## src/verilog/ahg_pkg.sv

```systemverilog
package ahg_pkg;
    // ****************************************************************
    // register map (word offsets are byte addresses)
    // ****************************************************************
    localparam logic [7:0] OFF_GEAR_RATIO   = 8'h00;
    localparam logic [7:0] OFF_CONFIG       = 8'h04;
    localparam logic [7:0] OFF_SLEW_SPEED   = 8'h08;
    localparam logic [7:0] OFF_HOMING_SPEED = 8'h0C;
    localparam logic [7:0] OFF_COMMAND      = 8'h10;
    localparam logic [7:0] OFF_STATUS       = 8'h14;
    localparam logic [7:0] OFF_POSITION     = 8'h18;
    localparam logic [7:0] OFF_MASTER_POS   = 8'h1C;
    // config field positions
    localparam int CFG_COUPLE_BIT   = 0;
    localparam int CFG_POLARITY_BIT = 1;
    localparam int CFG_STEPPER_BIT  = 2;
    // command bits (write one to act)
    localparam int CMD_HOME_SEL_BIT = 0;
    localparam int CMD_BEGIN_BIT    = 1;
    localparam int CMD_STOP_BIT     = 2;
    // gear ratio: signed 8.16 fixed point, range -127..127
    localparam logic signed [31:0] GEAR_MAX     = 32'sh007F_0000;
    localparam logic signed [31:0] GEAR_MIN     = -32'sh007F_0000;
    localparam logic [31:0]        GEAR_RESET   = 32'h0000_0000;
    localparam int                 GEAR_FRAC    = 16;
    // speeds in counts per second
    localparam logic [31:0] HSPEED_RESET   = 32'h0000_0100;
    localparam logic [31:0] HSPEED_SERVO   = 32'h00E4_E1C0;
    localparam logic [31:0] HSPEED_STEPPER = 32'h002D_C6C0;
    localparam logic [31:0] SSPEED_RESET   = 32'h0000_0100;
    localparam logic [31:0] SPEED_HALFSTEP = 32'hFFFF_FFFE;
    // speed accumulator: counts/s scaled to one 125 MHz sample
    localparam int CLK_HZ = 125_000_000;
    localparam logic [31:0] CLK_HZ_W = 32'h0773_5940;
    // deceleration step per sample on the stage speed
    localparam logic [31:0] DECEL_STEP = 32'h0000_0001;

    typedef enum {
        HM_IDLE, HM_FAST, HM_DECEL, HM_BACK, HM_INDEX, HM_RETURN
    } ahg_state_t;

    typedef struct packed {
        logic        homeLevel;
        logic        limitHit;
        logic        indexLatched;
        logic [31:0] indexPos;
        logic [31:0] masterPos;
    } ahg_sense_t;
endpackage

```

## src/verilog/ahg_axis.sv

```systemverilog
// The Wishbone register port and the register offsets were left to the implementer.
`timescale 1ns/1ps
// ****************************************************************
// axis homing and gearing
// ****************************************************************
module ahg_axis
    import ahg_pkg::*;
(
    input  wire logic        sys_clk,
    input  wire logic        rst,
    input  wire logic [7:0]  wb_adr_i,
    input  wire logic [31:0] wb_dat_i,
    output logic      [31:0] wb_dat_o,
    input  wire logic [3:0]  wb_sel_i,
    input  wire logic        wb_we_i,
    input  wire logic        wb_cyc_i,
    input  wire logic        wb_stb_i,
    output logic             wb_ack_o,
    input  wire ahg_sense_t  sense,
    output logic      [31:0] commandPos,
    output logic             motionComplete,
    output logic             homeStateFlag
);
    // ****************************************************************
    // state
    // ****************************************************************
    logic signed [31:0] gearRatio_r, gearRatio_nxt;
    logic [2:0]         config_r, config_nxt;
    logic [31:0]        slewSpeed_r, slewSpeed_nxt;
    logic [31:0]        homingSpeed_r, homingSpeed_nxt;
    logic               homeSel_r, homeSel_nxt;
    logic               gearOn_r, gearOn_nxt;
    logic               done_r, done_nxt;
    logic               dirBack_r, dirBack_nxt;
    logic               homeLast_r, homeLast_nxt;
    logic [31:0]        speed_r, speed_nxt;
    logic [31:0]        acc_r, acc_nxt;
    logic signed [31:0] pos_r, pos_nxt;
    logic signed [47:0] gearFrac_r, gearFrac_nxt;
    logic [31:0]        masterLast_r, masterLast_nxt;
    logic signed [31:0] target_r, target_nxt;
    logic [31:0]        rdData_r, rdData_nxt;
    logic               ack_r, ack_nxt;
    ahg_state_t         state_r, state_nxt;

    logic        wrStb;
    logic        couple;
    logic        polarityPos;
    logic        stepper;
    logic        homeFlag;
    logic        edgeSeen;
    logic        stepTick;
    logic [32:0] accSum;
    logic signed [31:0] masterDelta;
    logic signed [63:0] gearProd;
    logic signed [47:0] gearSum;
    logic [31:0] speedCap;
    logic [31:0] wrSpeed;

    assign couple      = config_r[CFG_COUPLE_BIT];
    assign polarityPos = config_r[CFG_POLARITY_BIT];
    assign stepper     = config_r[CFG_STEPPER_BIT];
    // flag follows level for polarity -1, inverted for +1
    assign homeFlag    = polarityPos ? ~sense.homeLevel : sense.homeLevel;
    assign edgeSeen    = sense.homeLevel != homeLast_r;
    // a write lands at the edge where the master samples ack high, not before
    assign wrStb       = wb_cyc_i && wb_stb_i && wb_we_i && ack_r;
    assign speedCap    = stepper ? HSPEED_STEPPER : HSPEED_SERVO;
    assign wrSpeed     = wb_dat_i & SPEED_HALFSTEP;
    // step pacing: one count each time the accumulator overflows the clock rate
    assign accSum      = {1'b0, acc_r} + {1'b0, speed_r};
    assign stepTick    = (state_r != HM_IDLE) && (accSum >= {1'b0, CLK_HZ_W});
    assign masterDelta = $signed(sense.masterPos - masterLast_r);
    assign gearProd    = masterDelta * gearRatio_r;
    assign gearSum     = gearFrac_r + gearProd[47:0];

    // ****************************************************************
    // register bus and homing sequencer next state
    // ****************************************************************
    always_comb begin
        gearRatio_nxt   = gearRatio_r;
        config_nxt      = config_r;
        slewSpeed_nxt   = slewSpeed_r;
        homingSpeed_nxt = homingSpeed_r;
        homeSel_nxt     = homeSel_r;
        gearOn_nxt      = gearOn_r;
        done_nxt        = done_r;
        dirBack_nxt     = dirBack_r;
        homeLast_nxt    = sense.homeLevel;
        speed_nxt       = speed_r;
        acc_nxt         = acc_r;
        pos_nxt         = pos_r;
        gearFrac_nxt    = gearFrac_r;
        masterLast_nxt  = sense.masterPos;
        target_nxt      = target_r;
        state_nxt       = state_r;
        ack_nxt         = wb_cyc_i && wb_stb_i && !ack_r;
        rdData_nxt      = 32'h0000_0000;

        // gearing: follows master only while engaged and not homing
        if (gearOn_r && state_r == HM_IDLE) begin
            // floor split: the kept remainder is never negative
            gearFrac_nxt = {32'h0000_0000, gearSum[GEAR_FRAC-1:0]};
            pos_nxt      = pos_r + gearSum[47:GEAR_FRAC];
        end
        // stepping at the current stage speed
        if (state_r != HM_IDLE) begin
            acc_nxt = stepTick ? accSum[31:0] - CLK_HZ_W : accSum[31:0];
            if (stepTick) begin
                pos_nxt = dirBack_r ? pos_r - 32'sd1 : pos_r + 32'sd1;
            end
        end

        case (state_r)
            HM_IDLE: begin
            end
            HM_FAST: begin
                if (edgeSeen) begin
                    state_nxt = HM_DECEL;
                end
            end
            HM_DECEL: begin
                // ramp down before reversing
                if (speed_r > DECEL_STEP) begin
                    speed_nxt = speed_r - DECEL_STEP;
                end else begin
                    speed_nxt   = homingSpeed_r;
                    dirBack_nxt = ~dirBack_r;
                    acc_nxt     = 32'h0000_0000;
                    state_nxt   = HM_BACK;
                end
            end
            HM_BACK: begin
                if (edgeSeen) begin
                    // accumulator cleared, no ramp; stepper stops, servo turns forward to seek the index
                    acc_nxt = 32'h0000_0000;
                    if (stepper) begin
                        speed_nxt = 32'h0000_0000;
                        state_nxt = HM_IDLE;
                        done_nxt  = 1'b1;
                    end else begin
                        dirBack_nxt = 1'b0;
                        state_nxt   = HM_INDEX;
                    end
                end
            end
            HM_INDEX: begin
                if (sense.indexLatched) begin
                    target_nxt = $signed(sense.indexPos);
                    state_nxt  = HM_RETURN;
                    dirBack_nxt = 1'b1;
                end
            end
            HM_RETURN: begin
                if (pos_r <= target_r) begin
                    pos_nxt   = 32'sd0;
                    speed_nxt = 32'h0000_0000;
                    state_nxt = HM_IDLE;
                    done_nxt  = 1'b1;
                end
            end
            default: begin
                state_nxt = HM_IDLE;
            end
        endcase

        // bus writes
        if (wrStb && wb_sel_i == 4'hF) begin
            case (wb_adr_i)
                OFF_GEAR_RATIO: begin
                    // clamp to the legal ratio span
                    if ($signed(wb_dat_i) > GEAR_MAX) begin
                        gearRatio_nxt = GEAR_MAX;
                    end else if ($signed(wb_dat_i) < GEAR_MIN) begin
                        gearRatio_nxt = GEAR_MIN;
                    end else begin
                        gearRatio_nxt = $signed(wb_dat_i);
                    end
                    gearOn_nxt   = wb_dat_i != 32'h0000_0000;
                    gearFrac_nxt = 48'sd0;
                end
                OFF_CONFIG: begin
                    config_nxt = wb_dat_i[2:0];
                end
                OFF_SLEW_SPEED: begin
                    slewSpeed_nxt = wrSpeed;
                end
                OFF_HOMING_SPEED: begin
                    // even values only, capped per motor type
                    homingSpeed_nxt = (wrSpeed > speedCap) ? speedCap : wrSpeed;
                end
                OFF_COMMAND: begin
                    if (wb_dat_i[CMD_HOME_SEL_BIT]) begin
                        homeSel_nxt = 1'b1;
                    end
                    if (wb_dat_i[CMD_BEGIN_BIT] && homeSel_r && state_r == HM_IDLE) begin
                        homeSel_nxt = 1'b0;
                        done_nxt    = 1'b0;
                        dirBack_nxt = homeFlag;
                        speed_nxt   = slewSpeed_r;
                        acc_nxt     = 32'h0000_0000;
                        state_nxt   = HM_FAST;
                    end
                    if (wb_dat_i[CMD_STOP_BIT]) begin
                        if (!couple) begin
                            gearOn_nxt = 1'b0;
                        end
                        if (state_r != HM_IDLE) begin
                            state_nxt = HM_IDLE;
                            speed_nxt = 32'h0000_0000;
                        end
                    end
                end
                OFF_POSITION: begin
                    pos_nxt = $signed(wb_dat_i);
                end
                default: begin
                end
            endcase
        end

        // disengage on limit unless strongly coupled; the limit beats a ratio write
        if (sense.limitHit && !couple) begin
            gearOn_nxt = 1'b0;
        end

        // read mux, unmapped reads return zero
        case (wb_adr_i)
            OFF_GEAR_RATIO:   rdData_nxt = gearRatio_r;
            OFF_CONFIG:       rdData_nxt = {29'h0000_0000, config_r};
            OFF_SLEW_SPEED:   rdData_nxt = slewSpeed_r;
            OFF_HOMING_SPEED: rdData_nxt = homingSpeed_r;
            OFF_STATUS:       rdData_nxt = {27'h0000_0000, homeFlag, gearOn_r,
                                            homeSel_r, state_r != HM_IDLE, done_r};
            OFF_POSITION:     rdData_nxt = pos_r;
            OFF_MASTER_POS:   rdData_nxt = sense.masterPos;
            default:          rdData_nxt = 32'h0000_0000;
        endcase
    end

    // ****************************************************************
    // registers
    // ****************************************************************
    always_ff @(posedge sys_clk) begin
        if (rst) begin
            gearRatio_r   <= GEAR_RESET;
            config_r      <= 3'b000;
            slewSpeed_r   <= SSPEED_RESET;
            homingSpeed_r <= HSPEED_RESET;
            homeSel_r     <= 1'b0;
            gearOn_r      <= 1'b0;
            done_r        <= 1'b1;
            dirBack_r     <= 1'b0;
            homeLast_r    <= 1'b1;    // pulled-up idle level, no false edge
            speed_r       <= 32'h0000_0000;
            acc_r         <= 32'h0000_0000;
            pos_r         <= 32'sd0;
            gearFrac_r    <= 48'sd0;
            masterLast_r  <= 32'h0000_0000;
            target_r      <= 32'sd0;
            rdData_r      <= 32'h0000_0000;
            ack_r         <= 1'b0;
            state_r       <= HM_IDLE;
        end else begin
            gearRatio_r   <= gearRatio_nxt;
            config_r      <= config_nxt;
            slewSpeed_r   <= slewSpeed_nxt;
            homingSpeed_r <= homingSpeed_nxt;
            homeSel_r     <= homeSel_nxt;
            gearOn_r      <= gearOn_nxt;
            done_r        <= done_nxt;
            dirBack_r     <= dirBack_nxt;
            homeLast_r    <= homeLast_nxt;
            speed_r       <= speed_nxt;
            acc_r         <= acc_nxt;
            pos_r         <= pos_nxt;
            gearFrac_r    <= gearFrac_nxt;
            masterLast_r  <= masterLast_nxt;
            target_r      <= target_nxt;
            rdData_r      <= rdData_nxt;
            ack_r         <= ack_nxt;
            state_r       <= state_nxt;
        end
    end

    assign wb_dat_o       = rdData_r;
    assign wb_ack_o       = ack_r;
    assign commandPos     = pos_r;
    assign motionComplete = done_r;
    assign homeStateFlag  = homeFlag;
endmodule

```

## config.mk

```make
export PLATFORM = sky130hd
export DESIGN_NAME = ahg_axis
export DESIGN_NICKNAME = d
export VERILOG_FILES = /design/src/verilog/ahg_pkg.sv /design/src/verilog/ahg_axis.sv
export SDC_FILE = /design/constraint.sdc
export NUM_CORES = 2
export LEC_CHECK = 0
export ABC_AREA = 1
export BUFFER_PORTS_ARGS = -buffer_cell sky130_fd_sc_hd__buf_2
export CAP_MARGIN = 40
export CORE_MARGIN = 2
export CORE_UTILIZATION = 70
export CTS_BUF_LIST = sky130_fd_sc_hd__clkbuf_16
export DETAILED_ROUTE_END_ITERATION = 10
export HOLD_SLACK_MARGIN = 0.02
export PLACE_DENSITY = 0.88
export RECOVER_POWER = 25
export SETUP_SLACK_MARGIN = 0.15
export SLEW_MARGIN = 20
export SYNTH_ARGS = -nofsm -noshare
export SYNTH_HDL_FRONTEND = slang
export SYNTH_SLANG_ARGS = --single-unit
```

## constraint.sdc

```tcl
create_clock -name sys_clk -period 36.1 [get_ports sys_clk]
set_clock_uncertainty 0.15 [all_clocks]
set_input_delay 7.22 -clock sys_clk [delete_from_list [all_inputs] [get_ports sys_clk]]
set_output_delay 7.22 -clock sys_clk [all_outputs]
set_load 0.005 [all_outputs]
```

==> flow_metrics.tcl <==
set metrics [dict create \
    outcome "finished, violations left" \
    failed_checks "max-capacitance violations, max-slew violations" \
    ioPinCount 183 \
    cts_repair_resize_count 0 \
    crit_type "input pin to flop" \
    floorplan.die.width_microns 281 \
    ys_types 65 \
    netlist_area_pre_place_sq_um 53900 \
    floorplan.initialDensity_pct 70.9 \
    layout.cell_area.non_filler_sq_um 57800 \
    rsz0062_at_grt "false" \
    timing.final.ws_setup_ns 17.51 \
    clock_tree.htree_level_count 2 \
    worst_r2r_endpoint "commandPos[24]$_SDFF_PP0_" \
    fmaxAchievable_mhz 53.8 \
    worst_skew_pair.late_latency_ns 0.64 \
    critical_path.most_common_cell "sky130_fd_sc_hd__nand2_1" \
    r2r.worst_path.cells 50 \
    fin_crit_sh_pct 51.5 \
    preCtsSetupSlack_ns 17.24 \
    cts_tree "done" \
    viasPerCell 6.27 \
    timing.critical_path.from_type "input pin" \
    grt_start_max_net_pins 68 \
    post-cts-setup-buffers 0 \
    synth_top_cell_by_area "sky130_fd_sc_hd__fa_1" \
    worstHoldEndpoint "wb_ack_o$_SDFF_PP0_" \
    num_rows 101 \
    timing.critical_path.to_type "flop" \
    clock_sink_count 375 \
    cp_max_fo 17 \
    final_cell_mix "sky130_fd_sc_hd__inv_1, sky130_fd_sc_hd__nand2_1, sky130_fd_sc_hd__nor2_1" \
    crit_start "sense[0]" \
    worst-endpoint-arrival_ns 18.87 \
    core_area_sq_um 76100 \
    most_common_cell_after_layout_fill_and_taps_aside "sky130_fd_sc_hd__inv_1" \
    max-vdd-ir-drop_mv 0.0534 \
    syn_to_final_growth_pct 7.31 \
    synth_ff_type "sky130_fd_sc_hd__dfxtp_1" \
    final-setup-viol-count 0 \
    post_synth_inst_count 6988 \
    layout_min_cycle_time_ns 18.59 \
    clockRootBuffer "sky130_fd_sc_hd__clkbuf_16" \
    post_dp_cell_area_sq_um 56100 \
    finalHoldViolCount 0 \
    synth-seq-cells 375 \
    placement.io_buffers 182 \
    clock_tree.buffer_depth 3 \
    leakage_nw 29.1 \
    synthesis.yosys.warnings 0 \
    grt_first_pass_wirelength_microns 307000 \
    drc 0 \
    worst-endpoint-required_ns 36.38 \
    post_synth_main_area_contributors "sky130_fd_sc_hd__fa_1, sky130_fd_sc_hd__dfxtp_1, sky130_fd_sc_hd__inv_1, sky130_fd_sc_hd__ha_1, sky130_fd_sc_hd__nand2_1" \
    worst_min_delay_path_startpoint "wb_ack_o$_SDFF_PP0_" \
    die-height_microns 281 \
    route.detailed.wl_per_inst_microns 25.0 \
    async_set_or_reset_register_ratio_after_synthesis_pct 0 \
    synth_enable_flop_cells 0 \
    cts_buffers 47 \
    worst_rel_slew_slack_pct -116 \
    layout.core_utilization_pct 76.0 \
    routabilityCongestion 1.14 \
    critical-path-slowest-cell "sky130_fd_sc_hd__inv_1" \
    post-dp-hpwl_microns 158000 \
    cts.hold.buffers_added 0 \
    rrSetupSlack_ns 24.00 \
    timing.max_cap.violations 4 \
    grt_antenna_before_repair 18 \
    ys_seq_area_share_pct 13.9 \
    antenna_left 0 \
    hold_path_class "flop to flop" \
    grt_overflow_total 0 \
    synth_top_area_share_pct 33.7 \
    clock_transition_at_path_regs_ns 0.07 \
    timing.setup.tns_ns 0 \
    worst_pin_slew_ns 3.24 \
    postRouteWirelength_microns 204000 \
    first_global_vias 52200 \
    report.final.slew_viol_count 179 \
    die_area_sq_um 79200 \
    final_layout_size_suffix_gt1_share_pct 6.12 \
    detailedRoute.firstIterationViolations 6360 \
    drt_first_pass_iters 9 \
    via_count 51300 \
    num-nets-final 8481 \
    synthesis.area_per_instance_sq_um 7.71 \
    power.density_cell_area_nw_per_um2 26.4 \
    fillers 5702 \
    grt.total_usage_pct 52.6 \
    r2r_start "masterLast_r[0]$_SDFF_PP0_" \
    holdPathStages 1 \
    crit_path_max_incr_delay_ns 0.78 \
]
-- logic make-up after synthesis --
family / synth area share [%]
AND/OR/NAND/NOR: 18.2
buffers and inverters: 12.7
other: 0.00696
AO/OA/AOI/OAI: 10.5
XOR/XNOR: 2.64
flip-flops: 13.9
adder cells (fa/ha/maj): 42.0
-- flip-flops by register name (all words and copies together) (netlist names), 3 cells and up --
register,flops
gearRatio_r,32
state_r,32
target_r,32
speed_r,32
wb_dat_o,32
config_r,3
commandPos,32
acc_r,32
gearFrac_r,48
slewSpeed_r,31
homingSpeed_r,31
masterLast_r,32
-- worst max path at each step --
stage	to
3_3_place_gp	commandPos[30]$_SDFF_PP0_
4_1_cts	commandPos[30]$_SDFF_PP0_
3_5_place_dp	commandPos[30]$_SDFF_PP0_
6_report	commandPos[24]$_SDFF_PP0_
5_1_grt	commandPos[30]$_SDFF_PP0_
2_1_floorplan	commandPos[30]$_SDFF_PP0_
-- through the flow --
step / std cells / total power, W / hold slack, ns
2_1_floorplan: 7016 / 0.000783 / 0.282
4_1_cts: 8159 / 0.00148 / 0.289
5_1_grt: 8169 / 0.00156 / 0.316
6_report: 8176 / 0.00152 / 0.290
3_3_place_gp: 8060 / 0.000959 / 0.281
3_5_place_dp: 8072 / 0.000972 / 0.280
-- Yosys cell counts, drive strengths merged, types with 64 or more instances --
library cell and instances:
inv 1522, nand2 1143, nor2 938, fa 908, dfxtp 375, a21oi 370
ha 357, o21ai 263, clkbuf 227, nand3 169, xor2 101, o22ai 69
nor3 67, a211oi 64
-- critical path, delay by kind of cell --
kind,cells,cell delay [ns]
compound gates,10,1.89
xor+xnor,1,0.34
fa+ha+maj,12,4.99
buf+inv,9,1.54
simple gates,20,2.83
-- power breakdown --
group / internal [W] / total (W) / switching [W]
clock network: 0.000299 / 0.000523 / 0.000224
logic: 0.000145 / 0.000510 / 0.000365
registers: 0.000439 / 0.000492 / 0.0000527
total: 0.000883 / 0.00152 / 0.000641
-- area by class of cell --
| class | count | area [sq um] | area share [%] |
|---|---|---|---|
| flip-flops and latches | 375 | 7510 | 13.0 |
| repair buffers | 290 | 1880 | 3.26 |
| multi-input cells | 4842 | 39700 | 68.6 |
| well taps | 1030 | 1290 | 2.23 |
| clock buffers | 47 | 1180 | 2.03 |
| clock inverters | 40 | 478 | 0.826 |
| diodes | 8 | 20.0 | 0.0346 |
| inverters | 1544 | 5800 | 10.0 |
-- metal layers --
layer  GRT usage (%)  routed length [microns]
met4            46.0                    23300
met5            1.04                      222
met1            59.1                    63900
met2            78.1                    86400
met3            20.4                    30400
Note: power is estimated with default switching activity, not from simulation.
